### src/hwmfc_pkg.sv
package hwmfc_pkg;

	localparam int CLK_HZ        = 40_000_000;
	localparam int PWM_STEP_NS   = 100;
	localparam int PWM_STEP_CYC  = (PWM_STEP_NS * (CLK_HZ / 1_000_000) + 999) / 1000;
	localparam int BOOST_TICK_US = 1000;
	localparam int BOOST_TICK_CYC = BOOST_TICK_US * (CLK_HZ / 1_000_000);
	localparam int PI_TICK_DIV   = 16;

	localparam int N_TEMP  = 5;
	localparam int N_FILT  = 4;
	localparam int N_VOLT  = 9;
	localparam int VCCP_CH = 0;

	localparam logic [7:0] ADDR_PWM1_DUTY  = 8'h0a;
	localparam logic [7:0] ADDR_PWM2_DUTY  = 8'h0b;
	localparam logic [7:0] ADDR_TEMP_BASE  = 8'h10;
	localparam logic [7:0] ADDR_FILT_BASE  = 8'h18;
	localparam logic [7:0] ADDR_INT_TEMP   = 8'h20;
	localparam logic [7:0] ADDR_CFG        = 8'h40;
	localparam logic [7:0] ADDR_WINDOW     = 8'h41;
	localparam logic [7:0] ADDR_ALERT_MASK = 8'h42;
	localparam logic [7:0] ADDR_MGMT_STAT  = 8'h43;
	localparam logic [7:0] ADDR_HOST_STAT  = 8'h44;
	localparam logic [7:0] ADDR_TEMP_LIMIT = 8'h45;
	localparam logic [7:0] ADDR_PI_TARGET  = 8'h46;
	localparam logic [7:0] ADDR_PI_GAIN    = 8'h47;
	localparam logic [7:0] ADDR_BOOST_TIME = 8'h48;
	localparam logic [7:0] ADDR_VID_EXPECT = 8'h49;
	localparam logic [7:0] ADDR_LUT_BASE   = 8'h50;
	localparam logic [7:0] ADDR_VOLT_BASE  = 8'h60;

	localparam int CFG_SCHEME_LO = 0;
	localparam int CFG_ALERT_CMP = 2;
	localparam int CFG_BOOST1    = 3;
	localparam int CFG_BOOST2    = 4;

	localparam int ST_TEMP_HI = 0;
	localparam int ST_VCCP    = 1;
	localparam int ST_TACH    = 2;
	localparam int ST_EXT_A   = 3;
	localparam int ST_EXT_B   = 4;
	localparam logic [4:0] ST_THERMAL = 5'h01;

	localparam logic [7:0] RST_CFG        = 8'h18;
	localparam logic [7:0] RST_WINDOW     = 8'h08;
	localparam logic [7:0] RST_ALERT_MASK = 8'h1f;
	localparam logic [7:0] RST_TEMP_LIMIT = 8'h50;
	localparam logic [7:0] RST_PI_TARGET  = 8'h3c;
	localparam logic [7:0] RST_PI_GAIN    = 8'h04;
	localparam logic [7:0] RST_BOOST_TIME = 8'h0a;
	localparam logic [7:0] DUTY_FULL      = 8'hff;

	localparam logic [7:0] VID_BASE_TOP  = 8'hd0;
	localparam logic [7:0] VID_EXT_TOP   = 8'hd8;
	localparam logic [7:0] VID_LATER_TOP = 8'hc8;

	typedef enum logic [1:0] {
		HWMFC_VID_BASE  = 2'h0,
		HWMFC_VID_EXT   = 2'h1,
		HWMFC_VID_LATER = 2'h2
	} hwmfc_scheme_e;

	typedef struct packed {
		logic [N_TEMP-1:0][11:0] temp;
		logic [N_VOLT-1:0][7:0]  volt;
		logic                    sample;
	} hwmfc_sense_s;

	function automatic logic [7:0] hwmfc_sat8(input logic signed [11:0] v);
		if (v < 12'sh000) begin
			return 8'h00;
		end else if (v > 12'sh0ff) begin
			return 8'hff;
		end
		return v[7:0];
	endfunction

	function automatic logic [7:0] hwmfc_vid_decode(input logic [1:0] sch, input logic [6:0] voltage_identification_inputs);
		case (sch)
			HWMFC_VID_BASE:  return VID_BASE_TOP - {2'h0, voltage_identification_inputs[5:0]};
			HWMFC_VID_EXT:   return VID_EXT_TOP - {1'h0, voltage_identification_inputs[6:0]};
			HWMFC_VID_LATER: return (voltage_identification_inputs == 7'h00) ? 8'h00 : VID_LATER_TOP - {2'h0, voltage_identification_inputs[6:1]};
			default:         return 8'h00;
		endcase
	endfunction

endpackage

### src/hwmfc_core.sv
`timescale 1ns/1ps
module hwmfc_core
	import hwmfc_pkg::*;
#(
	parameter int BOOST_TICK = BOOST_TICK_CYC,
	parameter int LUT_DEPTH  = 16
) (
	input  wire logic         ref_clk_i,
	input  wire logic         rst_n_i,
	input  wire logic [7:0]   reg_addr_i,
	input  wire logic [7:0]   reg_wdata_i,
	input  wire logic         reg_wr_i,
	input  wire logic         reg_rd_i,
	output logic      [7:0]   reg_rdata_o,
	input  hwmfc_sense_s      sense_i,
	input  wire logic [6:0]   voltage_identification_inputs_i,
	input  wire logic         ext_error_input_a_i,
	input  wire logic         ext_error_input_b_i,
	input  wire logic [3:0]   tach_err_i,
	output logic      [1:0]   pwm_oe_o,
	output logic              alert_oe_o
);

	localparam int LAW = $clog2(LUT_DEPTH);

	logic [7:0]                 cfg_reg;
	logic [7:0]                 window_reg;
	logic [7:0]                 alert_mask_reg;
	logic [7:0]                 temp_limit_reg;
	logic [7:0]                 pi_target_reg;
	logic [7:0]                 pi_gain_reg;
	logic [7:0]                 boost_time_reg;
	logic [4:0]                 mgmt_stat_reg;
	logic [4:0]                 host_stat_reg;
	logic [4:0]                 mgmt_stat_next;
	logic [4:0]                 host_stat_next;
	logic [N_TEMP-1:0][8:0]     unf_reg;
	logic [N_FILT-1:0][11:0]    filt_reg;
	logic [N_VOLT-1:0][7:0]     volt_reg;
	logic [7:0]                 vid_expect_reg;
	logic                       vccp_fault_reg;
	logic [1:0][7:0]            lut_duty_reg;
	logic [1:0][7:0]            pi_integ_reg;
	logic [1:0][7:0]            duty_reg;
	logic [7:0]                 boost_timer_reg;
	logic                       lut_sel_reg;
	logic [7:0]                 pwm_cnt_reg;
	logic [15:0]                step_div_reg;
	logic [15:0]                boost_div_reg;
	logic [3:0]                 pi_div_reg;
	logic                       step_en;
	logic                       boost_tick;
	logic                       pi_tick;
	logic [4:0]                 events;
	logic                       temp_hi;
	logic                       ext_armed;
	logic [LAW-1:0]             lut_raddr;
	logic [7:0]                 lut_rdata;
	logic [7:0]                 rd_value;
	logic [1:0][7:0]            demand;
	logic [1:0]                 boost_on;

	function automatic logic [LAW-1:0] lut_index(input logic [11:0] f);
		if (f[11]) begin
			return '0;
		end else if (f[10:7] > 4'(LUT_DEPTH - 1)) begin
			return LAW'(LUT_DEPTH - 1);
		end
		return LAW'(f[10:7]);
	endfunction

	function automatic logic signed [11:0] temp_err(input logic [11:0] f, input logic [7:0] tgt);
		return $signed({{4{f[11]}}, f[11:4]}) - $signed({4'h0, tgt});
	endfunction

	// Slow rates come from single-cycle enable pulses.
	always_ff @(posedge ref_clk_i or negedge rst_n_i) begin
		if (!rst_n_i) begin
			step_div_reg  <= '0;
			boost_div_reg <= '0;
			pi_div_reg    <= '0;
		end else begin
			step_div_reg  <= step_en ? '0 : step_div_reg + 16'h0001;
			boost_div_reg <= boost_tick ? '0 : boost_div_reg + 16'h0001;
			if (boost_tick) begin
				pi_div_reg <= pi_div_reg + 4'h1;
			end
		end
	end

	assign step_en    = (step_div_reg == 16'(PWM_STEP_CYC - 1));
	assign boost_tick = (boost_div_reg == 16'(BOOST_TICK - 1));
	assign pi_tick    = boost_tick && (pi_div_reg == 4'(PI_TICK_DIV - 1));

	// Converted samples are captured in their reported formats.
	always_ff @(posedge ref_clk_i or negedge rst_n_i) begin
		if (!rst_n_i) begin
			unf_reg  <= '0;
			filt_reg <= '0;
			volt_reg <= '0;
		end else if (sense_i.sample) begin
			for (int i = 0; i < N_TEMP; i++) begin
				unf_reg[i] <= sense_i.temp[i][11:3];
			end
			for (int i = 0; i < N_FILT; i++) begin
				filt_reg[i] <= filt_reg[i] + 12'(($signed({sense_i.temp[i][11], sense_i.temp[i]})
					- $signed({filt_reg[i][11], filt_reg[i]})) >>> 2);
			end
			volt_reg <= sense_i.volt;
		end
	end

	// The regulator reading is compared against a window around the decoded level.
	always_ff @(posedge ref_clk_i or negedge rst_n_i) begin
		if (!rst_n_i) begin
			vid_expect_reg <= '0;
			vccp_fault_reg <= 1'b0;
		end else begin
			vid_expect_reg <= hwmfc_vid_decode(cfg_reg[CFG_SCHEME_LO +: 2],
				voltage_identification_inputs_i);
			vccp_fault_reg <= ({1'b0, volt_reg[VCCP_CH]} + {1'b0, window_reg} < {1'b0, vid_expect_reg})
				|| ({1'b0, volt_reg[VCCP_CH]} > {1'b0, vid_expect_reg} + {1'b0, window_reg});
		end
	end

	always_comb begin
		temp_hi = 1'b0;
		for (int i = 0; i < N_TEMP; i++) begin
			if (!unf_reg[i][8] && (unf_reg[i][8:1] > temp_limit_reg)) begin
				temp_hi = 1'b1;
			end
		end
	end

	assign ext_armed = (cfg_reg[CFG_SCHEME_LO +: 2] == HWMFC_VID_BASE);
	assign events = {ext_armed & ext_error_input_b_i, ext_armed & ext_error_input_a_i,
		|tach_err_i, vccp_fault_reg, temp_hi};

	// Each status set clears on its own writes; a new event wins over a clear.
	always_comb begin
		mgmt_stat_next = mgmt_stat_reg;
		host_stat_next = host_stat_reg;
		if (reg_wr_i && reg_addr_i == ADDR_MGMT_STAT) begin
			mgmt_stat_next = mgmt_stat_reg & ~reg_wdata_i[4:0];
		end
		if (reg_wr_i && reg_addr_i == ADDR_HOST_STAT) begin
			host_stat_next = host_stat_reg & ~reg_wdata_i[4:0];
		end
		mgmt_stat_next = mgmt_stat_next | events;
		host_stat_next = host_stat_next | events;
	end

	always_ff @(posedge ref_clk_i or negedge rst_n_i) begin
		if (!rst_n_i) begin
			mgmt_stat_reg <= '0;
			host_stat_reg <= '0;
		end else begin
			mgmt_stat_reg <= mgmt_stat_next;
			host_stat_reg <= host_stat_next;
		end
	end

	// Alert pulls the line low while asserted.
	always_ff @(posedge ref_clk_i or negedge rst_n_i) begin
		if (!rst_n_i) begin
			alert_oe_o <= 1'b0;
		end else if (cfg_reg[CFG_ALERT_CMP]) begin
			alert_oe_o <= |(events & ST_THERMAL & alert_mask_reg[4:0]);
		end else begin
			alert_oe_o <= |(host_stat_reg & alert_mask_reg[4:0]);
		end
	end

	// Configuration registers written from the host port.
	always_ff @(posedge ref_clk_i or negedge rst_n_i) begin
		if (!rst_n_i) begin
			cfg_reg        <= RST_CFG;
			window_reg     <= RST_WINDOW;
			alert_mask_reg <= RST_ALERT_MASK;
			temp_limit_reg <= RST_TEMP_LIMIT;
			pi_target_reg  <= RST_PI_TARGET;
			pi_gain_reg    <= RST_PI_GAIN;
			boost_time_reg <= RST_BOOST_TIME;
		end else if (reg_wr_i) begin
			case (reg_addr_i)
				ADDR_CFG:        cfg_reg        <= reg_wdata_i;
				ADDR_WINDOW:     window_reg     <= reg_wdata_i;
				ADDR_ALERT_MASK: alert_mask_reg <= reg_wdata_i;
				ADDR_TEMP_LIMIT: temp_limit_reg <= reg_wdata_i;
				ADDR_PI_TARGET:  pi_target_reg  <= reg_wdata_i;
				ADDR_PI_GAIN:    pi_gain_reg    <= reg_wdata_i;
				ADDR_BOOST_TIME: boost_time_reg <= reg_wdata_i;
				default:         cfg_reg        <= cfg_reg;
			endcase
		end
	end

	// Read data appear in the cycle after the read strobe.
	always_comb begin
		rd_value = 8'h00;
		for (int i = 0; i < N_FILT; i++) begin
			if (reg_addr_i == ADDR_TEMP_BASE + 8'(2 * i)) begin
				rd_value = {unf_reg[i][0], 7'h00};
			end
			if (reg_addr_i == ADDR_TEMP_BASE + 8'(2 * i + 1)) begin
				rd_value = unf_reg[i][8:1];
			end
			if (reg_addr_i == ADDR_FILT_BASE + 8'(2 * i)) begin
				rd_value = {filt_reg[i][3:0], 4'h0};
			end
			if (reg_addr_i == ADDR_FILT_BASE + 8'(2 * i + 1)) begin
				rd_value = filt_reg[i][11:4];
			end
		end
		for (int i = 0; i < N_VOLT; i++) begin
			if (reg_addr_i == ADDR_VOLT_BASE + 8'(i)) begin
				rd_value = volt_reg[i];
			end
		end
		case (reg_addr_i)
			ADDR_INT_TEMP:          rd_value = {unf_reg[N_TEMP-1][0], 7'h00};
			ADDR_INT_TEMP + 8'h01:  rd_value = unf_reg[N_TEMP-1][8:1];
			ADDR_PWM1_DUTY:         rd_value = duty_reg[0];
			ADDR_PWM2_DUTY:         rd_value = duty_reg[1];
			ADDR_CFG:               rd_value = cfg_reg;
			ADDR_WINDOW:            rd_value = window_reg;
			ADDR_ALERT_MASK:        rd_value = alert_mask_reg;
			ADDR_MGMT_STAT:         rd_value = {3'h0, mgmt_stat_reg};
			ADDR_HOST_STAT:         rd_value = {3'h0, host_stat_reg};
			ADDR_TEMP_LIMIT:        rd_value = temp_limit_reg;
			ADDR_PI_TARGET:         rd_value = pi_target_reg;
			ADDR_PI_GAIN:           rd_value = pi_gain_reg;
			ADDR_BOOST_TIME:        rd_value = boost_time_reg;
			ADDR_VID_EXPECT:        rd_value = vid_expect_reg;
			default:                rd_value = rd_value;
		endcase
	end

	always_ff @(posedge ref_clk_i or negedge rst_n_i) begin
		if (!rst_n_i) begin
			reg_rdata_o <= '0;
		end else if (reg_rd_i) begin
			reg_rdata_o <= rd_value;
		end else begin
			reg_rdata_o <= '0;
		end
	end

	// The duty table is read for the two outputs on alternate cycles.
	assign lut_raddr = lut_index(filt_reg[lut_sel_reg ? 1 : 0]);

	hwmfc_lut_mem #(
		.WIDTH (8),
		.DEPTH (LUT_DEPTH)
	) u_lut (
		.ref_clk_i (ref_clk_i),
		.rst_n_i   (rst_n_i),
		.wr_i      (reg_wr_i && reg_addr_i[7:4] == ADDR_LUT_BASE[7:4]),
		.waddr_i   (reg_addr_i[LAW-1:0]),
		.wdata_i   (reg_wdata_i),
		.raddr_i   (lut_raddr),
		.rdata_o   (lut_rdata)
	);

	always_ff @(posedge ref_clk_i or negedge rst_n_i) begin
		if (!rst_n_i) begin
			lut_sel_reg  <= 1'b0;
			lut_duty_reg <= '0;
		end else begin
			lut_sel_reg <= ~lut_sel_reg;
			lut_duty_reg[~lut_sel_reg] <= lut_rdata;
		end
	end

	// Integral term walks one step every 16th slow tick toward the target.
	always_ff @(posedge ref_clk_i or negedge rst_n_i) begin
		if (!rst_n_i) begin
			pi_integ_reg <= '0;
		end else if (pi_tick) begin
			for (int c = 0; c < 2; c++) begin
				if (temp_err(filt_reg[c], pi_target_reg) > 12'sh000 && pi_integ_reg[c] != 8'hff) begin
					pi_integ_reg[c] <= pi_integ_reg[c] + 8'h01;
				end else if (temp_err(filt_reg[c], pi_target_reg) < 12'sh000
					&& pi_integ_reg[c] != 8'h00) begin
					pi_integ_reg[c] <= pi_integ_reg[c] - 8'h01;
				end
			end
		end
	end

	always_comb begin
		for (int c = 0; c < 2; c++) begin
			demand[c] = hwmfc_sat8(12'(temp_err(filt_reg[c], pi_target_reg)
				* $signed({1'b0, pi_gain_reg[3:0]})) + $signed({4'h0, pi_integ_reg[c]}));
			if (lut_duty_reg[c] > demand[c]) begin
				demand[c] = lut_duty_reg[c];
			end
		end
	end

	// Tach errors reload the minimum boost time; it counts down on the slow tick.
	always_ff @(posedge ref_clk_i or negedge rst_n_i) begin
		if (!rst_n_i) begin
			boost_timer_reg <= '0;
		end else if (|tach_err_i) begin
			boost_timer_reg <= boost_time_reg;
		end else if (boost_tick && boost_timer_reg != 8'h00) begin
			boost_timer_reg <= boost_timer_reg - 8'h01;
		end
	end

	assign boost_on[0] = cfg_reg[CFG_BOOST1]
		&& (temp_hi || (|tach_err_i) || boost_timer_reg != 8'h00);
	assign boost_on[1] = cfg_reg[CFG_BOOST2]
		&& (temp_hi || (|tach_err_i) || boost_timer_reg != 8'h00);

	always_ff @(posedge ref_clk_i or negedge rst_n_i) begin
		if (!rst_n_i) begin
			duty_reg <= '0;
		end else begin
			for (int c = 0; c < 2; c++) begin
				duty_reg[c] <= boost_on[c] ? DUTY_FULL : demand[c];
			end
		end
	end

	// Open-drain fan outputs pull low for the off part of each period.
	always_ff @(posedge ref_clk_i or negedge rst_n_i) begin
		if (!rst_n_i) begin
			pwm_cnt_reg <= '0;
			pwm_oe_o    <= 2'h3;
		end else begin
			if (step_en) begin
				pwm_cnt_reg <= (pwm_cnt_reg == 8'hfe) ? 8'h00 : pwm_cnt_reg + 8'h01;
			end
			for (int c = 0; c < 2; c++) begin
				pwm_oe_o[c] <= !(duty_reg[c] == DUTY_FULL || pwm_cnt_reg < duty_reg[c]);
			end
		end
	end

endmodule

### src/hwmfc_lut_mem.sv
`timescale 1ns/1ps
module hwmfc_lut_mem #(
	parameter int WIDTH = 8,
	parameter int DEPTH = 16,
	parameter int AW    = $clog2(DEPTH)
) (
	input  wire logic             ref_clk_i,
	input  wire logic             rst_n_i,
	input  wire logic             wr_i,
	input  wire logic [AW-1:0]    waddr_i,
	input  wire logic [WIDTH-1:0] wdata_i,
	input  wire logic [AW-1:0]    raddr_i,
	output logic      [WIDTH-1:0] rdata_o
);

	logic [WIDTH-1:0] mem [DEPTH];

	always_ff @(posedge ref_clk_i) begin
		if (wr_i) begin
			mem[waddr_i] <= wdata_i;
		end
	end

	always_ff @(posedge ref_clk_i or negedge rst_n_i) begin
		if (!rst_n_i) begin
			rdata_o <= '0;
		end else begin
			rdata_o <= mem[raddr_i];
		end
	end

endmodule

### config.mk
export PLATFORM = sky130hd
export DESIGN_NAME = hwmfc_core
export DESIGN_NICKNAME = d
export VERILOG_FILES = /design/src/hwmfc_pkg.sv /design/src/hwmfc_core.sv /design/src/hwmfc_lut_mem.sv
export SDC_FILE = /design/constraint.sdc
export NUM_CORES = 1
export LEC_CHECK = 0
export ABC_AREA = 1
export ABC_CLOCK_PERIOD_IN_PS = 8700
export BUFFER_PORTS_ARGS = -buffer_cell sky130_fd_sc_hd__buf_2
export CORE_MARGIN = 2
export CORE_UTILIZATION = 45
export CTS_BUF_LIST = sky130_fd_sc_hd__clkbuf_8
export DETAILED_ROUTE_END_ITERATION = 10
export PLACE_DENSITY = 0.62
export SYNTH_ARGS = -nofsm -noshare
export SYNTH_HDL_FRONTEND = slang
export SYNTH_SLANG_ARGS = --single-unit
### constraint.sdc
create_clock -name ref_clk_i -period 8.7 [get_ports ref_clk_i]
set_clock_uncertainty 0.05 [all_clocks]
set_input_delay 0.435 -clock ref_clk_i [delete_from_list [all_inputs] [get_ports ref_clk_i]]
set_output_delay 0.435 -clock ref_clk_i [all_outputs]
set_load 0.02 [all_outputs]
* After elaboration in Yosys (flattened, before gate mapping)
Memories as Yosys holds them, arrays and structs flattened. A register that Yosys moved wholly into a read port is not among the register bits.
Cells that the tools add are included.
W data, S select, Z words.
** Cells by class
- Add/subtract/negate cells :: 26
- $mul :: 2
- Magnitude comparators :: 23
- Bitwise operators :: 10
- Eq/ne operators :: 50
- Reductions and logical operators :: 50
- Mux-type cells :: 74
** Operator list (count)
- $mux W8 :: 45
- $eq A8 B7 Y1 const B :: 19
- $eq A8 B5 Y1 const B :: 16
- $pmux W8 S14 :: 1
- $gt A8 B8 Y1 :: 7
- $sub A12 B12 Y13 :: 4
- $add A12 B12 Y12 :: 4
- $add A16 B1 Y16 const B :: 2
- $mux W16 :: 2
- $add A12 B9 Y12 :: 2
- $add A8 B1 Y8 const B :: 3
- $bmux W12 S2 :: 1
- $eq A8 B8 Y1 const B :: 3
- $gt A12 B9 Y1 const B :: 2
- $lt A12 B1 Y1 const B :: 2
- $mul A10 B5 Y12 :: 2
- $mux W12 :: 2
- $pmux W8 S3 :: 1
- $reduce_bool A8 Y1 :: 3
- $sub A8 B1 Y8 const B :: 3
- $gt A10 B1 Y1 const B :: 2
- $lt A10 B1 Y1 const B :: 2
- $sub A8 B9 Y10 :: 2
- $add A8 B8 Y9 :: 2
- other kinds (39) :: 103
** Storage, ports and cells
- Bits of input ports :: 166
- Register bits after elaboration :: 352
- Logic and storage cells :: 280
- Bits in writable memories :: 128
- Memories :: 1
- Output and inout port bits :: 11
** Memory list
- u_lut.mem :: words 16, width 8, rd ports 1, clocked after memory_dff 1, wr ports 1, RTL line hwmfc_lut_mem.sv:16 : logic [WIDTH-1:0] mem [DEPTH];

* Longest topological paths before layout
Gate-level depths: netlist of the first run.
- Depth after elaboration :: 28
- Gate-level depth with buffers :: 39
- Mapped depth without buffers :: 38

* By module
From an unflattened synthesis of the first run, not the netlist that was laid out.
** Second synthesis, totals
- Cell total of the unflattened synthesis :: 3970
- Area, all modules :: 31840.5 µm²
** Modules (own cells, without submodules)
- hwmfc_core :: times used 1, seq. area each 8832.2 µm², area each 26027.5 µm², cells an instance 3419
- hwmfc_lut_mem :: times used 1, seq. area each 4043.9 µm², area each 5813.1 µm², cells an instance 551

* Worst setup path after synthesis of the first run
OpenSTA, ideal clock, no wires.
- Kind :: flip-flop to flip-flop
- Start :: reg pi_target_reg[0]
- End :: reg duty_reg[5] in the netlist's numbering
- Library setup time :: 77 ps
- Required time :: 8573 ps
- Path buffers :: 1
- Path slack :: 1637 ps
- Arrival :: 6936 ps
- Period minus slack after synthesis :: 7063 ps
- Cell stages (with the launch flop) :: 37
- Cells stage by stage :: dfrtp_1 ha_1 fa_1 o21ai_2 a21oi_1 o21ai_1 xor2_1 nor2_1 fa_1 inv_1 fa_1 fa_1 inv_1 ha_1 a21oi_1 nand2_2 a21oi_2 inv_2 a21oi_2 o21bai_1 nand2_2 nand2_2 a21oi_4 xor2_2 xor2_4 o21ai_2 ha_1 inv_1 nor2_1 nor2_1 o21ai_0 a21oi_1 nand3b_1 a31oi_1 clkbuf_1 a21oi_1 o21ai_2
** On the way
- Word-level cells in the longest chain between the ends :: 10
- Elaborated cells between the ends (all ways) :: 12
- Those cells by class :: add/sub (2); mul (1); order compare (3); mux (6)
** RTL lines
- start: declaration :: RTL line hwmfc_core.sv:30 : logic [7:0] pi_target_reg;
- start signal: assignment :: RTL line hwmfc_core.sv:190 : ADDR_PI_TARGET: pi_target_reg <= reg_wdata_i;
- $sub A8 B9 Y10 * :: RTL line hwmfc_core.sv:73 : return $signed({{4{f[11]}}, f[11:4]}) - $signed({4'h0, tgt});
- $mul A10 B5 Y12 * :: RTL line hwmfc_core.sv:294 : * $signed({1'b0, pi_gain_reg[3:0]})) + $signed({4'h0, pi_integ_reg[c]}));
- $add A12 B9 Y12 * :: RTL line hwmfc_core.sv:294
- $gt A12 B9 Y1 :: RTL line hwmfc_pkg.sv:73 : end else if (v > 12'sh0ff) begin
- $mux W1 :: RTL line hwmfc_pkg.sv:73
- $mux W1 :: RTL line hwmfc_pkg.sv:71 : if (v < 12'sh000) begin
- $mux W8 * :: RTL line hwmfc_pkg.sv:76 : return v[7:0];
- $gt A8 B8 Y1 :: RTL line hwmfc_core.sv:295 : if (lut_duty_reg[c] > demand[c]) begin
- $mux W8 * :: RTL line hwmfc_core.sv:295
- $mux W8 * :: RTL line hwmfc_core.sv:322 : duty_reg[c] <= boost_on[c] ? DUTY_FULL : demand[c];
- end signal: indexed assignment :: RTL line hwmfc_core.sv:322
- end: declaration :: RTL line hwmfc_core.sv:44 : logic [1:0][7:0] duty_reg;
Every way passes the cells marked *; elsewhere a longest branch is shown, timed or not.
A chain may end at the register's enable or synchronous reset.

* Worst setup path after layout of the first run
- Start :: reg pi_target_reg[0]
- End :: reg duty_reg[1] in the netlist's numbering
Same word-level chain as after synthesis.

==> metrics, run 1 <==
status=finished, final reports clean; Post-synth top flop=dfrtp_1; Die Span Y=267.5 um; CTS tree=yes; ratio of total power to cell area=276.9 nW/um2; syn_nets=4261; port bufs=173; largest area contributor in the netlist=dfrtp_1; final period utilization=85.06%; flops & latches, synth=488; # rows=96; vias after detailed routing=26303; Least-Margin Pin Slew=1.104 ns; Post-Route Utilization=52.77%; crit path DAT=7.93 ns; Final setup viols=0; TNS Setup=0 ns; Max Clock Freq=135.1 MHz; mapped cell area=31250 um2; RePlAce Congestion=0.9494; Synth top area share=27.31%; ANT nets after route=0; gr usage total=24.95%; Lkg Pwr=17.43 nW; worst skew pair latency=0.71 ns; EDFF count, synth=128; mean cell area of the mapped netlist=8.306 um2; Synth Instances=3762; WL final=87950 um; critical path's slowest cell=fa_1; DRC=0; Setup CP Type=register to register; post-layout instance area=36250 um2; TritonRoute pass-1 iters=6; Worst VDD drop=0.2531 mV; # Max-Cap Violations=0; dpl hpwl=63540 um; largest net degree at the start of global routing=131; Tmin final=7.400 ns; hold depth=2; Post-DP Area=33090 um2; initial antenna violation count=9; CP max stage delay=0.55 ns; Die ar.=71560 um2; Overflow after GRT=0; Root Driver=clkbuf_8; first-pass GRT wire length=139200 um; Slew Viols, Final=0; share of layout cells above drive strength 1=9.575%; Wirelength per Cell=17.30 um; Hold Vio Cnt, Final=0; class of the worst hold path=input port to register; CTS Buffer Depth=3; RSZ-0062 raised after global routing=no; warnings from Yosys=0; H-Tree Depth=3; Seq/Total Area, Yosys=41.21%; CTS clk-pin slew, worst paths=0.06 ns; Crit path required time=9.23 ns; max FFs per register=128; Slew HR=26.12%; largest cells by area after synthesis=dfrtp_1 (27%), edfxtp_1 (12%), ha_1 (11%); Power Total=10.04 mW; post-DR vias/cell=5.175; FF-to-FF path depth=36; post-synthesis cell type count=62; share of flip-flops with an asynchronous set or reset=73.77%; die width=267.5 um; starting density of the core=45.48%; first-iteration detailed-routing DRC count=1626; Setup crit end kind=register; Nets=4574; CTS buffer count=88; clk sink count=488; Core ar.=68710 um2; Ports=177; # Post-CTS Setup Buffers=0; area growth from synthesis to layout=16.03%; CP Max Fanout=14; number of global-route vias before repair=25699; CP startpoint kind=register
[logic make-up after synthesis]
group                      synth area share, %
xor gates and xnor gates                 4.313
adders and majority gates                14.68
AOI/OAI and AO/OA                        13.90
and+or+nand+nor                          17.82
DFF                                      41.21
buffers and inverters                    8.081
[path summary, 6_finish.rpt]
path | slack, ns | endpoint | start
worst max-delay path | 1.30 | duty_reg[1] | pi_target_reg[0]
worst min-delay path | 0.06 | vid_expect_reg[6] | voltage_identification_inputs_i[5]
worst max register to register | 1.30 | duty_reg[1] | pi_target_reg[0]
worst min register to register | 0.41 | boost_div_reg[0] | boost_div_reg[0]
max in group asynchronous | 6.70 | unf_reg[36] | rst_n_i
min in group asynchronous | 0.34 | pi_integ_reg[13] | rst_n_i
[cell usage after synthesis, types with 7 or more instances]
library cell  instances
nand2_1             832
inv_1               571
nor2_1              363
dfrtp_1             341
ha_1                277
o21ai_0             275
a21oi_1             184
edfxtp_1            128
nand3_1              81
clkbuf_1             80
xor2_1               76
xnor2_1              71
fa_1                 56
o21ai_1              45
nand4_1              42
o211ai_1             34
o22ai_1              28
nor3_1               27
o21bai_1             23
o311ai_0             20
a221oi_1             19
dfstp_2              19
o21ai_2              19
o32ai_1              17
nor4_1               11
or2_2                11
o2111ai_1             9
o221ai_1              9
o31ai_1               9
a31oi_1               8
inv_2                 7
[power breakdown]
part           internal [mW]  leakage, nW  switching [mW]
logic                   1.87         10.7            2.90
registers               2.67         5.61           0.265
clock network           1.29         1.09            1.03
total                   5.84         17.4            4.20
[stage by stage]
stage	worst slack [ns]	std cells	hold slack, ns
floorplan	1.637	3762	0.08941
global placement	1.472	4793	0.4000
detailed placement	1.351	4793	0.4060
CTS	1.288	5077	0.01008
global route	0.6336	5081	0.05101
finish	1.300	5083	0.05682
[cell usage in the layout, fill, tap and decap left out, drive strengths merged, types with 19 or more instances in the layout]
cell / synthesis / layout
a21oi: 190 / 190
a221oi: 19 / 19
buf: 8 / 188
clkbuf: 80 / 112
dfrtp: 341 / 341
dfstp: 19 / 19
dlygate4sd3: 0 / 123
edfxtp: 128 / 128
fa: 56 / 56
ha: 277 / 277
inv: 578 / 609
nand2: 835 / 835
nand3: 82 / 82
nand4: 42 / 42
nor2: 365 / 365
nor3: 27 / 27
o211ai: 35 / 35
o21ai: 339 / 339
o21bai: 23 / 23
o22ai: 28 / 28
o311ai: 21 / 21
xnor2: 72 / 72
xor2: 78 / 78
[final cells by class]
| cell class | count | area, um2 |
|---|---|---|
| Antenna cell | 6 | 15.01 |
| Clock buffer | 112 | 1541 |
| Clock inverter | 49 | 374.1 |
| Fill cell | 6480 | 32450 |
| Inverter | 582 | 2187 |
| Multi-Input combinational cell | 2604 | 15860 |
| Sequential cell | 488 | 12880 |
| Tap cell | 931 | 1165 |
| Timing Repair Buffer | 311 | 2238 |
[per-layer routing]
layer  part of all wire, %  up-vias  wire length, um  GRT usage (%)
met4                   3.6        6             3133          9.603
met5                 0.039        -               34              0
met3                   5.9      181             5161          4.533
met1                    43    12394            38110          32.46
li1                      -    13032                -              -
met2                    47      690            41510          41.35
[timing repair]
action,in CTS,in global routing
resized for setup,0,0
hold buffers,123,0
hold endpoints to repair,218,0
[worst max-delay path, delay by kind of cell, from the launching register on]
family          cells  cell delay, ns
compound gates     13            1.63
flops               1            0.44
simple gates        7            0.78
buf+inv             6            0.57
xor+xnor            3            0.94
fa+ha+maj           7            2.88
Power figures use the tool's default switching activity.
==> run 2: changes to the inputs <==
- BUFFER_PORTS_ARGS: -buffer_cell sky130_fd_sc_hd__buf_2 -> -buffer_cell sky130_fd_sc_hd__clkbuf_2
==> metrics, run 2 (synthesis gave the netlist of run 1 again) <==
status=finished, final reports clean; fin cells=5084 (+0.020%); largest net degree at the start of global routing=142 (+8.4%); area growth from synthesis to layout=15.81%; Ports=177 (unchanged); Core ar.=68710 um2 (unchanged); Place WS=1.573 ns (+0.2218 ns); Setup CP Type=register to register; Nets=4575 (+0.022%); clk sink count=488 (unchanged); Filler cells=6496 (+0.25%); CP startpoint kind=register; Worst VDD drop=0.2334 mV (-7.8%); vias after detailed routing=26287 (-0.061%); first-iteration detailed-routing DRC count=1811 (+11%); FF-to-FF path depth=37 (+2.8%); number of global-route vias before repair=25648 (-0.20%); TritonRoute pass-1 iters=5 (-1); gr usage total=24.79% (-0.16 points); CTS buffer count=90 (+2.3%); first-pass GRT wire length=138300 um (-0.66%); worst r2r dst=duty_reg[2]; Wirelength per Cell=17.20 um (-0.60%); Root Driver=clkbuf_8; end of the critical path=duty_reg[2]; dpl hpwl=63460 um (-0.13%); Hold Vio Cnt, Final=0 (unchanged); crit-path most repeated cell=inv_1; post-DR vias/cell=5.171 (about the same); Internal Power=5.802 mW (-0.62%); share of layout cells above drive strength 1=9.446% (-0.13 points); port bufs=173 (unchanged); Gate power share=48.0% (+0.4 points); Die ar.=71560 um2 (unchanged); P_sw=4.236 mW (+0.79%); crit path DAT=7.76 ns (-0.17 ns); Worst R2R Start=filt_reg[4]; Placed Cells=4794 (+0.021%); Slew HR=27.22% (+1.1 points); share of total power in sequential cells=29.3% (about the same); H-Tree Depth=3 (unchanged); CTS tree=yes; final period utilization=83.08% (-2.0 points); # rows=96 (unchanged); # resized after CTS=0 (unchanged); Overflow after GRT=0 (unchanged); WL final=87440 um (-0.58%); setup slack, reg-to-reg=1.47 ns (+0.17 ns); CTS clk-pin slew, worst paths=0.07 ns (about the same); Tmin final=7.228 ns (-0.1726 ns); RSZ-0062 raised after global routing=no; ratio of total power to cell area=277.4 nW/um2 (+0.17%); Slew Viols, Final=0 (unchanged); Setup crit end kind=register; most frequent cells in the layout=nand2_1 (831), inv_1 (599), nor2_1 (363); worst skew pair latency=0.71 ns (about the same); CP Max Fanout=16 (+2); post-route setup slack=1.472 ns (+0.1726 ns); Max Clock Freq=138.4 MHz (+2.4%); switching share of power=42.20% (+0.34 points); Hold Crit Start=voltage_identification_inputs_i[1]; RePlAce Congestion=0.9564 (+0.74%); register area=12880 um2 (unchanged); Final setup viols=0 (unchanged); Crit path required time=9.23 ns (about the same); Lkg Pwr=17.42 nW (about the same); Least-Margin Pin Slew=1.088 ns (-0.01634 ns); starting density of the core=45.48% (unchanged); most common cell after layout, fill and taps aside=nand2_1; DRC=0 (unchanged); ANT nets after route=0 (unchanged); critical path's slowest cell=fa_1; TNS Setup=0 ns (unchanged); CP max stage delay=0.55 ns (about the same); # Max-Cap Violations=0 (unchanged); CTS Buffer Depth=3 (unchanged); crit path from=filt_reg[4]; max FFs per register=128 (unchanged); initial antenna violation count=5 (-4); Die Span Y=267.5 um (unchanged); Clk pwr share=22.8% (-0.4 points); area of the multi-input gates=15860 um2 (unchanged); die width=267.5 um (unchanged); class of the worst hold path=input port to register
==> run 2: cell types whose count changed in the layout (fill, tap and decap cells not counted), moves of 2 or more <==
cell	previous run	this run
buf_2	171	0
clkbuf_2	0	171
clkbuf_8	112	108
clkinv_1	4	14
clkinv_2	11	9
clkinv_8	2	0
clkinvlp_4	0	2
diode_2	6	3
dlygate4sd3_1	123	121
==> run 2: cell type report <==
type / instances / share of cell area (%)
Clock inverter: 58 / 1.048
Timing Repair Buffer: 310 / 6.151
Sequential cell: 488 / 35.58
Antenna cell: 3 / 0.02075
Inverter: 582 / 6.044
Tap cell: 931 / 3.219
Clock buffer: 108 / 4.108
Multi-Input combinational cell: 2604 / 43.82
==> run 2: per-stage QoR <==
step / power [mW] / area [um2] / hold WS [ns] / utilization, %
floorplan: 6.557 / 31250 / 0.08941 / -
global placement: 7.610 / 33100 / 0.4023 / 48.18
detailed placement: 7.719 / 33100 / 0.4091 / 48.18
CTS: 10.09 / 36180 / 0.001985 / 52.66
global route: 10.94 / 36180 / 0.02573 / 52.66
finish: 10.04 / 36180 / 0.04194 / 52.67
==> run 2: timing repair <==
item | CTS | global route
setup buffers | 0 | 0
endpoints found under the hold margin | 216 | 0
endpoints found under the setup margin | 0 | 0
hold buffers | 121 | 0
==> run 2: power groups by stage <==
stage	logic [mW]	registers [mW]	clock network, mW
after floorplan	3.68	2.88	0
after global placement	4.64	2.97	0
after detailed placement	4.74	2.98	0
after CTS	4.82	2.94	2.33
after global routing	5.53	2.98	2.43
final	4.82	2.94	2.28
==> run 2: critical path: cells and delay by family, from the launching register on <==
| kind | cells | cell delay [ns] |
|---|---|---|
| XOR/XNOR | 3 | 0.89 |
| AO/OA/AOI/OAI | 13 | 1.52 |
| AND/OR/NAND/NOR | 7 | 0.75 |
| adder cells (fa/ha/maj) | 7 | 2.87 |
| buffers and inverters | 7 | 0.65 |
| flip-flops | 1 | 0.36 |
==> run 2: routing by layer <==
layer | wire length [um] | part of all wire [%] | track usage [%]
met5 | 47 | 0.054 | 0
met4 | 3354 | 3.8 | 9.361
met3 | 4776 | 5.5 | 3.816
met2 | 40960 | 47 | 41.13
met1 | 38300 | 44 | 32.71
==> run 2: how the worst min path moves through the flow <==
stage,to,slack [ns],cells past startpoint
floorplan,alert_mask_reg[5],0.09,0
global placement,boost_div_reg[0],0.40,1
detailed placement,volt_reg[11],0.41,2
CTS,vid_expect_reg[0],0.002,3
global route,unf_reg[8],0.03,3
finish,vid_expect_reg[0],0.04,3
==> run 3: changes to the inputs <==
- ABC_CLOCK_PERIOD_IN_PS: 8700 -> 6700
- clock period: 8.7 -> 6.7 ns (I/O delays scaled with it)
==> metrics, run 3 (synthesis gave the netlist of run 1 again) <==
status=finished, final reports clean; worst skew pair latency=0.70 ns (about the same); Root Driver=clkbuf_8; crit path DAT=7.22 ns (-0.54 ns); CP max stage delay=0.54 ns (about the same); RSZ-0062 raised after global routing=yes; largest net degree at the start of global routing=130 (-8.5%); die width=267.5 um (unchanged); RePlAce Congestion=0.9353 (-2.2%); gr usage total=25.28% (+0.49 points); TritonRoute pass-1 iters=7 (+2); Setup CP Type=register to register; final period utilization=99.23% (+16 points); share of layout cells above drive strength 1=12.56% (+3.1 points); ratio of total power to cell area=365.7 nW/um2 (+32%); hold depth=4 (+1); WL final=90170 um (+3.1%); initial antenna violation count=5 (unchanged); Die ar.=71560 um2 (unchanged); Filler cells=6482 (-0.22%); post-DR vias/cell=5.203 (+0.62%); port bufs=173 (unchanged); class of the worst hold path=input port to register; Overflow after GRT=0 (unchanged); FF-to-FF path depth=35 (-5.4%); CTS clk-pin slew, worst paths=0.06 ns (about the same); Max Clock Freq=150.4 MHz (+8.7%); Lkg Pwr=17.83 nW (+2.3%); CTS Buffer Depth=3 (unchanged); Nets=4653 (+1.7%); critical path's slowest cell=fa_1; CP Max Fanout=8 (-8); # Max-Cap Violations=0 (unchanged); vias after detailed routing=26810 (+2.0%); Die Span Y=267.5 um (unchanged); dpl hpwl=65040 um (+2.5%); first-pass GRT wire length=140600 um (+1.7%); starting density of the core=45.48% (unchanged); CTS buffer count=90 (unchanged); Hold Vio Cnt, Final=0 (unchanged); Place WS=-0.1069 ns (-1.680 ns); Worst VDD drop=0.3321 mV (+42%); most frequent cells in the layout=nand2_1 (821), inv_1 (593), nor2_1 (361); Setup crit end kind=register; max FFs per register=128 (unchanged); post-layout instance area=37180 um2 (+2.7%); Least-Margin Pin Slew=1.122 ns (+0.03455 ns); DRC=0 (unchanged); Crit path required time=7.27 ns (-1.96 ns); area growth from synthesis to layout=18.99%; Post-DP Area=33530 um2 (+1.3%); Post-Route Utilization=54.11% (+1.4 points); Tmin final=6.648 ns (-0.5793 ns); Slew Viols, Final=0 (unchanged); TNS Setup=0 ns (unchanged); most common cell after layout, fill and taps aside=nand2_1; Wirelength per Cell=17.50 um (+1.7%); area of the multi-input gates=16320 um2 (+2.9%); clk sink count=488 (unchanged); ANT nets after route=0 (unchanged); register area=12880 um2 (unchanged); first-iteration detailed-routing DRC count=1890 (+4.4%); CP startpoint kind=register; Final setup viols=0 (unchanged); post-route setup slack=0.05163 ns (-1.421 ns); Ports=177 (unchanged); Core ar.=68710 um2 (unchanged); # rows=96 (unchanged); CTS tree=yes; Slew HR=24.90% (-2.3 points); number of global-route vias before repair=26185 (+2.1%); Power Total=13.60 mW (+35%); H-Tree Depth=3 (unchanged)
run 3: final timing paths:
kind / endpoint / startpoint / slack [ns]
min in group asynchronous: pi_integ_reg[3] / rst_n_i / 0.11
max in group asynchronous: volt_reg[13] / rst_n_i / 5.23
max: duty_reg[0] / pi_target_reg[0] / 0.05
max reg2reg: duty_reg[0] / pi_target_reg[0] / 0.05
min: vid_expect_reg[7] / voltage_identification_inputs_i[6] / 0.05
min reg2reg: step_div_reg[0] / step_div_reg[0] / 0.41
run 3: routing by layer:
metal	global-route usage, %	up-vias	wire length, um
met4	11.19	6	4092
met2	42.33	755	42850
li1	-	13188	-
met3	4.064	253	4857
met1	32.27	12608	38330
met5	0	-	36
run 3: power by group:
| group | internal, mW | switching, mW | total, mW |
|---|---|---|---|
| logic | 2.89 | 4.05 | 6.94 |
| clock network | 1.52 | 1.32 | 2.84 |
| registers | 3.47 | 0.348 | 3.82 |
run 3: critical path: cells and delay by family, from the launching register on:
kind                       cells  cell delay [ns]
and+or+nand+nor                8             0.74
DFF                            1             0.41
buffers and inverters          5             0.37
xor gates and xnor gates       3             0.70
adders and majority gates      7             2.67
AOI/OAI and AO/OA             12             1.65
run 3: timing repair:
action                                  4_1_cts  5_1_grt
endpoints found under the setup margin        8       16
hold buffers                                129        0
endpoints found under the hold margin       192        0
setup buffers                                 1       12
gates resized for setup                       2       98
cloned                                        0        4
pin swaps                                     2       63
run 3: per-stage QoR:
stage / cells / hold WS [ns]
floorplan: 3762 / -0.01059
finish: 5153 / 0.05434
global route: 5153 / 0.06361
global placement: 4847 / 0.2752
CTS: 5136 / 0.01262
detailed placement: 4847 / 0.2822
run 3: cell type report:
class                   instances  area share (%)
multi-input cells            2605           43.89
inverters                     582           5.889
clock buffers                 100           3.702
repair buffers                387           7.760
clock inverters                59          0.9894
diodes                          1        0.006731
flip-flops and latches        488           34.63
well taps                     931           3.133
